## src/rwl_regs.svh

```systemverilog
// What this block does
// - Scheme field 00 disables protection; any other value, reset 11, keeps it on.
// - Scheme field ignores direct writes; changes only with arming pattern 11000.
// - Status bit 2 high when protected bits locked, low when writable.
// - Password field bits 7..3 is write-only; unknown patterns do nothing.
// - Pattern 10011 unlocks protected bits and clears the status bit.
// - Pattern 10101 relocks protected bits and sets the status bit.
// - Open and close act only with scheme field 11; disabled means writable.
// - Unlock lasts 32 core clock cycles; open again restarts the count.
// - Divider, watchdog enable, power-down, shutdown ignore writes while locked.
`ifndef RWL_REGS_SVH
`define RWL_REGS_SVH

`define RWL_ADDR_PASSWORD 8'h00
`define RWL_ADDR_PROTECTED 8'h01

`define RWL_PASS_MSB 7
`define RWL_PASS_LSB 3
`define RWL_STATUS_BIT 2
`define RWL_MODE_MSB 1
`define RWL_MODE_LSB 0

`define RWL_PASS_ARM 5'h18
`define RWL_PASS_OPEN 5'h13
`define RWL_PASS_CLOSE 5'h15

`define RWL_MODE_OFF 2'h0
`define RWL_MODE_ON 2'h3
`define RWL_MODE_RESET 2'h3

`define RWL_DIV_MSB 2
`define RWL_DIV_LSB 0
`define RWL_WDT_BIT 3
`define RWL_PD_BIT 4
`define RWL_SD_BIT 5
`define RWL_PROT_RESET 6'h00

`define RWL_OPEN_CYCLES 6'h20

`endif

```

## src/rwl_pkg.sv

```systemverilog
package rwl_pkg;
    typedef enum logic [1:0] {
        RWL_LOCKED = 2'b01,
        RWL_OPEN = 2'b10
    } rwl_lock_t;
endpackage

```

## src/rwl_relock_timer.sv

```systemverilog
`timescale 1ns/1ps
`default_nettype none
`include "rwl_regs.svh"
module rwl_relock_timer (
    input wire logic core_clk_i,
    input wire logic rst_b_i,
    input wire logic start_i,
    input wire logic stop_i,
    output logic expire_o
);
    logic [5:0] count;
    logic [5:0] next_count;

    always_comb begin
        next_count = count;
        if (start_i) begin
            next_count = `RWL_OPEN_CYCLES;
        end else if (stop_i) begin
            next_count = 6'h00;
        end else if (count != 6'h00) begin
            next_count = count - 6'h01;
        end
    end

    always_ff @(posedge core_clk_i or negedge rst_b_i) begin
        if (!rst_b_i) begin
            count <= 6'h00;
        end else begin
            count <= next_count;
        end
    end

    // Last cycle of the window, unless a restart or close overrides it
    assign expire_o = (count == 6'h01) && !start_i && !stop_i;
endmodule
`default_nettype wire

```

## src/rwl_write_lock.sv

```systemverilog
`timescale 1ns/1ps
`default_nettype none
`include "rwl_regs.svh"
module rwl_write_lock (
    input wire logic core_clk_i,
    input wire logic rst_b_i,
    input wire logic [7:0] reg_addr_i,
    input wire logic [7:0] reg_wdata_i,
    input wire logic reg_wr_i,
    input wire logic reg_rd_i,
    output logic [7:0] reg_rdata_o,
    output logic [2:0] clock_divider_field_o,
    output logic watchdog_enable_bit_o,
    output logic power_down_bit_o,
    output logic shutdown_bit_o,
    output logic protect_status_o,
    output logic scheme_enabled_o
);
    logic [1:0] mode;
    logic [1:0] next_mode;
    rwl_pkg::rwl_lock_t lock_state;
    rwl_pkg::rwl_lock_t next_lock_state;
    logic next_status;
    logic next_enabled;
    logic [5:0] prot;
    logic [5:0] next_prot;
    logic [7:0] next_rdata;
    logic [4:0] pass_in;
    logic pw_wr;
    logic prot_wr;
    logic patterns_live;
    logic open_hit;
    logic close_hit;
    logic expire;

    assign pass_in = reg_wdata_i[`RWL_PASS_MSB:`RWL_PASS_LSB];
    assign pw_wr = reg_wr_i && (reg_addr_i == `RWL_ADDR_PASSWORD);
    assign prot_wr = reg_wr_i && (reg_addr_i == `RWL_ADDR_PROTECTED);
    assign patterns_live = (mode == `RWL_MODE_ON);
    // Anything else written to the password field falls through untouched
    assign open_hit = pw_wr && patterns_live && (pass_in == `RWL_PASS_OPEN);
    assign close_hit = pw_wr && patterns_live && (pass_in == `RWL_PASS_CLOSE);

    rwl_relock_timer u_timer (
        .core_clk_i(core_clk_i),
        .rst_b_i(rst_b_i),
        .start_i(open_hit),
        .stop_i(close_hit),
        .expire_o(expire)
    );

    // Scheme field and lock state
    always_comb begin
        next_mode = mode;
        next_lock_state = lock_state;
        if (pw_wr && (pass_in == `RWL_PASS_ARM)) begin
            // Mode bits only land together with the arming pattern
            next_mode = reg_wdata_i[`RWL_MODE_MSB:`RWL_MODE_LSB];
            // Re-entering the scheme starts locked, never half open
            next_lock_state = rwl_pkg::RWL_LOCKED;
        end else begin
            case (lock_state)
                rwl_pkg::RWL_LOCKED: begin
                    if (open_hit) begin
                        next_lock_state = rwl_pkg::RWL_OPEN;
                    end
                end
                rwl_pkg::RWL_OPEN: begin
                    if (close_hit || expire) begin
                        next_lock_state = rwl_pkg::RWL_LOCKED;
                    end
                end
                default: begin
                    next_lock_state = rwl_pkg::RWL_LOCKED;
                end
            endcase
        end
        next_enabled = (next_mode != `RWL_MODE_OFF);
        next_status = next_enabled && (next_lock_state == rwl_pkg::RWL_LOCKED);
    end

    always_ff @(posedge core_clk_i or negedge rst_b_i) begin
        if (!rst_b_i) begin
            mode <= `RWL_MODE_RESET;
            lock_state <= rwl_pkg::RWL_LOCKED;
            protect_status_o <= 1'b1;
            scheme_enabled_o <= 1'b1;
        end else begin
            mode <= next_mode;
            lock_state <= next_lock_state;
            protect_status_o <= next_status;
            scheme_enabled_o <= next_enabled;
        end
    end

    // Protected bits and read path
    always_comb begin
        next_prot = prot;
        // Status flop already folds in a disabled scheme
        if (prot_wr && !protect_status_o) begin
            next_prot = reg_wdata_i[5:0];
        end
        next_rdata = 8'h00;
        if (reg_rd_i) begin
            if (reg_addr_i == `RWL_ADDR_PASSWORD) begin
                next_rdata = {5'h00, protect_status_o, mode};
            end else if (reg_addr_i == `RWL_ADDR_PROTECTED) begin
                next_rdata = {2'h0, prot};
            end else begin
                next_rdata = 8'h00;
            end
        end
    end

    always_ff @(posedge core_clk_i or negedge rst_b_i) begin
        if (!rst_b_i) begin
            prot <= `RWL_PROT_RESET;
            reg_rdata_o <= 8'h00;
        end else begin
            prot <= next_prot;
            reg_rdata_o <= next_rdata;
        end
    end

    assign clock_divider_field_o = prot[`RWL_DIV_MSB:`RWL_DIV_LSB];
    assign watchdog_enable_bit_o = prot[`RWL_WDT_BIT];
    assign power_down_bit_o = prot[`RWL_PD_BIT];
    assign shutdown_bit_o = prot[`RWL_SD_BIT];

    // Checks
    // Age counter stands in for a 32-long repetition, which the tools would unroll
    logic [6:0] open_age;
    always_ff @(posedge core_clk_i or negedge rst_b_i) begin
        if (!rst_b_i) begin
            open_age <= 7'h00;
        end else if (open_hit || lock_state == rwl_pkg::RWL_LOCKED) begin
            open_age <= 7'h00;
        end else begin
            open_age <= open_age + 7'h01;
        end
    end
endmodule
`default_nettype wire

```

## config.mk

```make
export PLATFORM = sky130hd
export DESIGN_NAME = rwl_write_lock
export DESIGN_NICKNAME = d
export VERILOG_FILES = /design/src/rwl_pkg.sv /design/src/rwl_relock_timer.sv /design/src/rwl_write_lock.sv
export VERILOG_INCLUDE_DIRS = /design/src /design/src/src
export SDC_FILE = /design/constraint.sdc
export NUM_CORES = 1
export LEC_CHECK = 0
export BUFFER_PORTS_ARGS = -buffer_cell sky130_fd_sc_hd__buf_2
export CAP_MARGIN = 40
export CORE_MARGIN = 2
export CORE_UTILIZATION = 35
export DETAILED_ROUTE_END_ITERATION = 8
export HOLD_SLACK_MARGIN = 0.06
export PLACE_DENSITY_LB_ADDON = 0.15
export SLEW_MARGIN = 20
export SYNTH_ARGS = -nofsm -noshare
export SYNTH_HDL_FRONTEND = slang
export SYNTH_SLANG_ARGS = --single-unit
```

## constraint.sdc

```tcl
create_clock -name core_clk_i -period 4.54 [get_ports core_clk_i]
set_clock_uncertainty 0.1 [all_clocks]
set_input_delay 1.362 -clock core_clk_i [delete_from_list [all_inputs] [get_ports core_clk_i]]
set_output_delay 1.362 -clock core_clk_i [all_outputs]
set_load 0.1 [all_outputs]
```

Word-level counts from Yosys, hierarchy flattened
Cells that the tools add are included.
{ "totals": {"in_bits": 20, "ff_bits": 26} }
{ "classes": {"n_reduce_logical": 18, "n_mux": 11, "eq_ne": 9, "n_addsub": 1} }
{ "op_table": {"columns": ["op", "count"], "rows": [
  ["$mux 6", 6],
  ["$eq 5x5->1 const B", 3],
  ["$logic_and 1x1->1", 10],
  ["$eq 8x1->1 const B", 1],
  ["$logic_not 8->1", 1],
  ["$mux 2", 4],
  ["$eq 6x1->1 const B", 1],
  ["$reduce_bool 6->1", 1],
  ["$sub 6x1->6 const B", 1],
  ["$eq 2x1->1 const B", 2],
  ["$eq 2x2->1 const B", 2],
  ["$pmux 2 s2", 1],
  ["$logic_not 1->1", 3],
  ["$reduce_bool 3->1", 1],
  ["$reduce_bool 2->1", 1],
  ["$logic_or 1x1->1", 1]
]} }

Longest topological paths before layout
Gate-level depths: netlist of run 1.
{ "logic_depth": {"depth_word": 13, "depth_mapped": 6} }

Cells and area by module
Synthesis of run 1 repeated with hierarchy kept, for this count alone.
{ "hier_totals": {"hier_cells": 112, "hier_area_um2": 1298.7} }
{ "modules_own_cells": {"columns": ["module", "n_inst", "cells_each", "area_each_um2", "seq_area_each_um2"], "rows": [
  ["rwl_write_lock", 1, 77, 920.9, 456.7],
  ["rwl_relock_timer", 1, 35, 377.9, 150.1]
]} }

Least setup slack after synthesis of run 1
No wires, ideal clock.
{ "synth_timing": {"path_kind": "input to register", "from": "input reg_addr_i[5]", "to": "register lock_state[1]", "path_slack_ns": 1.388, "path_buffers": 0, "arrival_time_ns": 2.970, "stages": 5, "required_time_ns": 4.358, "setup_time_ns": 0.082, "path_cell_list": "or4_4 > nor4b_4 > a21oi_1 > or4_1 > a31oi_1"} }
{ "synth_between": {"elab_chain_cells": 11} }
{ "synth_lines": {"columns": ["item", "line_no", "source"], "rows": [
  ["start, declared", "rwl_write_lock.sv:7", "input wire logic [7:0] reg_addr_i,"],
  ["$logic_not 8->1 (no source line) *", null, null],
  ["$logic_and 1x1->1 *", "rwl_write_lock.sv:37", "assign pw_wr = reg_wr_i && (reg_addr_i == `RWL_ADDR_PASSWORD);"],
  ["$logic_and 1x1->1", "rwl_write_lock.sv:41, rwl_write_lock.sv:42", null],
  ["$logic_and 1x1->1", "rwl_write_lock.sv:41", "assign open_hit = pw_wr && patterns_live && (pass_in == `RWL_PASS_OPEN);"],
  ["$logic_not 1->1", "rwl_relock_timer.sv:34", "assign expire_o = (count == 6'h01) && !start_i && !stop_i;"],
  ["$logic_and 1x1->1 (2 in series)", "rwl_relock_timer.sv:34", null],
  ["$logic_or 1x1->1", "rwl_write_lock.sv:69", "if (close_hit || expire) begin"],
  ["$mux 2", "rwl_write_lock.sv:69", null],
  ["$pmux 2 s2", "rwl_write_lock.sv:62", "case (lock_state)"],
  ["$mux 2 *", "rwl_write_lock.sv:56", "if (pw_wr && (pass_in == `RWL_PASS_ARM)) begin"],
  ["via next_lock_state[1]", "rwl_write_lock.sv:22", "rwl_pkg::rwl_lock_t next_lock_state;"],
  ["end signal, assigned", "rwl_write_lock.sv:85", "lock_state <= rwl_pkg::RWL_LOCKED;"],
  ["end signal, assigned", "rwl_write_lock.sv:90", "lock_state <= next_lock_state;"],
  ["end, declared", "rwl_write_lock.sv:21", "rwl_pkg::rwl_lock_t lock_state;"]
]} }
Mark *: on every way through the listed nets, which the timed path passes. The rest lies on a longest branch.
A chain may end at the register's enable or synchronous reset.

Worst setup path in the final report of run 1
Same ends and word-level chain as after synthesis.

==> metrics, run 1 <==
Root Buffer=clkbuf_4; cell area after synthesis=1240 sq um; Die X=63.6 um; WP data required=4690 ps; critical path launch point type=input port; Post-CTS Resized=0; vias in the first global route=964; main flop type after synthesis=dfrtp_1; Nets=175; Seq/Total Area, Yosys=0.487; Worst-path clk slew=140 ps; DRT met1 WL=1320 um; Peak Freq=0.333 GHz; CTS tree=done; clk_lat worst skew=320 ps; post-synthesis register bit count=24; final worst setup slack=1530 ps; cell count after synthesis=114; ys async rst share=1.00; Max-slew headroom=0.547; clk sinks=24; worst vdd ir=153 uV; GPL Wtd Cong=0.839; drc violations=0; Arr. time, crit path=3160 ps; FP Rows=21; Tot GR Track Use=0.140; CTS buffer count=3; Mapped Avg Cell Area=10.9 sq um; RR Endpoint=lock_state[1]; status=completed; drt total wl=2630 um; hold buffers post-CTS=0; first-pass GRT wire length=4470 um; Layout Cells excl Fill=195; EDFF count, synth=0; CP Class=in -> reg; crit share post-route=0.662; Worst Setup SP=reg_addr_i[5]; DR vias=954; yosys warns=0; Cell variety after synth=38; most common cell in the synthesized netlist=dfrtp_1; end point of the critical path=lock_state[1]; full die area=4050 sq um; share of the synthesized area in the top cell type=0.382; RSZ-0062 raised after global routing=false; H-tree depth=1; Tightest Pin Transition=674 ps; Die Height=63.6 um; WL met2=1140 um; remaining antenna violation count=0; R2R depth=5; Lkg Pwr=0.000743 uW; Yosys top cell by area=dfrtp_1; Hold WS=451 ps; Buffers on Ports=33; pre-CTS setup slack=1190 ps; Pwr Total=485 uW; largest buffer count on any clock path=2; initial antenna violation count=0; dpl cells=191; synth cell count leaders=dfrtp_1 (19), nor2_1 (13), nand2_1 (12); setup_tns=0 ps; Reg-to-Reg Start=mode[1]; Ports=36; endpoint type of the worst setup path=flop; highest routed layer=met4; ANT cells=0; Routed wire per std cell=13.5 um; Final setup violation count=0; Initial Util=0.367; Min-Delay Path Class=reg -> reg; largest net degree at the start of global routing=25; Max Cap Viol=0; worst-path fanout max=4; Final min period=3010 ps; Final Slew Violations=0; Final Hold Fails=0; grt ovf=0; met3 wire length=130 um; core area=3390 sq um; Synth area leaders=dfrtp_1 (38%), dfstp_2 (11%), mux2_2 (7.2%); Area Growth Syn to Fin=20.9%; initial DRC count=20; Power Dens Cells=322 nW/um^2; setup bufs post-CTS=0; TritonRoute pass-1 iters=4; HPWL Detailed=2010 um; share of post-route cells with drive strength above 1=0.376; Avg Vias per Cell=4.89; reg-to-reg slack, setup=2470 ps
kinds of logic after synthesis:
logic type	synth area share
AO/OA/AOI/OAI	0.0563
XOR/XNOR	0.0281
buffers and inverters	0.0301
multiplexers	0.113
adder cells (fa/ha/maj)	0.0503
AND/OR/NAND/NOR	0.232
flip-flops	0.487
other	0.00301
report_power, final:
| part | switching (uW) | internal, uW |
|---|---|---|
| registers | 7.41 | 225 |
| logic | 63.9 | 31.4 |
| clock network | 68.3 | 89.3 |
| total | 140 | 345 |
metal layers:
layer | up-vias | GRT usage
li1 | 472 | -
met1 | 451 | 0.199
met2 | 27 | 0.211
met3 | 4 | 0.0268
met4 | 0 | 0.0489
met5 | - | 0
metrics by stage:
stage | cell area, sq um | util
6_report | 1510 | 0.444
5_1_grt | 1510 | 0.444
4_1_cts | 1510 | 0.444
3_5_place_dp | 1450 | 0.429
3_3_place_gp | 1450 | 0.429
2_1_floorplan | 1250 | -
final cells by class:
type | instances | area, sq um
Tap cell | 46 | 57.6
Clock buffer | 3 | 22.5
Sequential cell | 24 | 607
Multi-Input combinational cell | 83 | 604
Clock inverter | 1 | 30.0
Inverter | 5 | 18.8
Timing Repair Buffer | 33 | 165
Fill cell | 324 | 1880
layout by cell type, fill, tap and decap left out, types with 3 or more instances in the layout:
cell type / count
nor2_1: 13
clkbuf_4: 3
and3_1: 4
ha_1: 5
mux2i_1: 5
a21oi_1: 3
dfstp_2: 5
mux2_2: 8
xnor2_1: 3
buf_2: 33
inv_1: 5
dfrtp_1: 19
nand2_1: 12
registers in the layout (all words and copies together) (netlist names):
name              count
u_timer.count         6
prot                  6
protect_status_o      1
reg_rdata_o           6
mode                  2
scheme_enabled_o      1
lock_state            2
worst min-delay path by stage:
stage | startpoint | end | cells past startpoint
2_1_floorplan | u_timer.count[3] | u_timer.count[3] | 2
3_3_place_gp | prot[1] | prot[1] | 1
3_5_place_dp | prot[1] | prot[1] | 1
4_1_cts | prot[1] | prot[1] | 1
5_1_grt | prot[5] | prot[5] | 1
6_report | prot[1] | prot[1] | 1
worst max-delay path, stage by stage:
cell and delay [ps]:
buf_2 100, or4_4 570, nor4b_4 340, a21oi_1 150, or4_1 470, a31oi_1 160
Power figures use the tool's default switching activity.
==> inputs of run 2 (changes only) <==
- clock period: 4.54 -> 3.1 ns (I/O delays scaled with it)
==> run 2 against run 1 <==
Against the previous run: hold slack got worse by 9.4 ps; global-route usage grew 0.46 points; register-to-register slack lost 1500 ps; wire length increased by 3.2%; cell area grew 1.0%; final cell count is 1.0% higher; combinational power grew 48%; first-iteration DRC count rose by 45%; core utilization rose by 0.44 points; die area unchanged; flip-flop and latch count is the same; total power rose by 47%.
==> metrics, run 2 (same netlist as run 1, synthesis figures left out) <==
grt ovf=0; slowest CP cell=or4_4; Post-CTS Resized=0; Hold WS=441 ps; largest buffer count on any clock path=2; # fillers=331; WP data required=3250 ps; Die X=63.6 um; CP peak stage delay=570 ps; CTS tree=done; Lkg Pwr=0.000754 uW; Min-Delay Path Class=reg -> reg; crit share post-route=0.839; remaining antenna violation count=0; Die Height=63.6 um; Final setup violation count=0; TritonRoute pass-1 iters=4; ANT cells=0; hold buffers post-CTS=0; Final min period=2600 ps; worst-path fanout max=4; largest registers=prot (6), reg_rdata_o (6), u_timer.count (6); H-tree depth=1; CTS buffer count=3; Pwr Total=712 uW; GPL Wtd Cong=0.761; HPWL Detailed=2130 um; Power Dens Cells=468 nW/um^2; Layout Cells excl Fill=197; RSZ-0062 raised after global routing=false; critical path, cell by cell=buf_2 > or4_4 > nor4b_4 > a21oi_1 > or4_1 > a31oi_1; critical path launch point type=input port; endpoint type of the worst setup path=flop; largest net degree at the start of global routing=25; vias in the first global route=1007; initial DRC count=29; worst vdd ir=294 uV; setup_tns=0 ps; Tightest Pin Transition=560 ps; Post-DP Area=1470 sq um; drt total wl=2710 um; Final Hold Fails=0; Buffers on Ports=33; Avg Vias per Cell=5.04; FP Rows=21; switching share of power=0.290; status=completed; clock share of power=0.325; full die area=4050 sq um; most frequent cells in the layout=buf_2 (33), dfrtp_1 (19), nor2_1 (13); Max-slew headroom=0.627; area of the multi-input gates=604 sq um; Comb power frac=0.198; initial antenna violation count=0; most common cell after layout, fill and taps aside=buf_2; first-pass GRT wire length=4550 um; Area Growth Syn to Fin=22.1%; Ports=36; drc violations=0; Post-Layout Inst Area=1520 sq um; Routed wire per std cell=13.8 um; Final Slew Violations=0; Psw=206 uW; Internal Dissipation=506 uW; setup bufs post-CTS=0; register area=607 sq um; Initial Util=0.367; Max Cap Viol=0; Peak Freq=0.384 GHz; Sequential Power Share=0.477; clk sinks=24; clk_lat worst skew=330 ps; core area=3390 sq um; dpl cells=193; share of post-route cells with drive strength above 1=0.384; Worst-path clk slew=140 ps; DR vias=993; Root Buffer=clkbuf_4; CP Class=in -> reg; Tot GR Track Use=0.144; Nets=177; Arr. time, crit path=2750 ps
## run 2: per-layer routing
| layer | up-vias | track usage | part of all wire | routed length, um |
|---|---|---|---|---|
| met1 | 484 | 0.194 | 0.45 | 1230 |
| met2 | 31 | 0.228 | 0.48 | 1310 |
| met5 | - | 0 | 0 | 0 |
| met4 | 0 | 0.0652 | 0.015 | 42 |
| met3 | 4 | 0.0232 | 0.048 | 131 |
| li1 | 474 | - | - | - |
## run 2: cell type report
class / instances / share of cell area
clock buffer: 3 / 0.0148
clock inverter: 1 / 0.0198
inverter: 5 / 0.0123
multi-input combinational: 83 / 0.398
sequential: 24 / 0.399
tap: 46 / 0.0379
timing repair buffer: 35 / 0.119
## run 2: metrics by stage
step	utilization	setup slack, ps
final	0.449	499
after global routing	0.449	457
after CTS	0.449	513
after detailed placement	0.433	161
after global placement	0.433	226
after floorplan	-	380
## run 2: path summary, 6_finish.rpt
check,startpoint,slack (ps),end,cells after the start
max,reg_addr_i[5],500,lock_state[1],6
min,prot[4],440,prot[4],1
max reg2reg,mode[0],990,lock_state[1],5
min reg2reg,prot[4],440,prot[4],1
max in group asynchronous,rst_b_i,2050,lock_state[0],1
min in group asynchronous,rst_b_i,470,prot[4],1
## run 2: power groups by stage
stage | logic [uW] | registers, uW | clock network (uW)
2_1_floorplan | 75.5 | 372 | 0
3_3_place_gp | 140 | 344 | 0
3_5_place_dp | 141 | 345 | 0
4_1_cts | 141 | 340 | 242
5_1_grt | 156 | 342 | 255
6_report | 141 | 340 | 231
## run 2: worst max-delay path, delay by kind of cell
family	cells	cell delay (ps)
simple gates	3	1410
compound gates	2	310
buf+inv	1	100
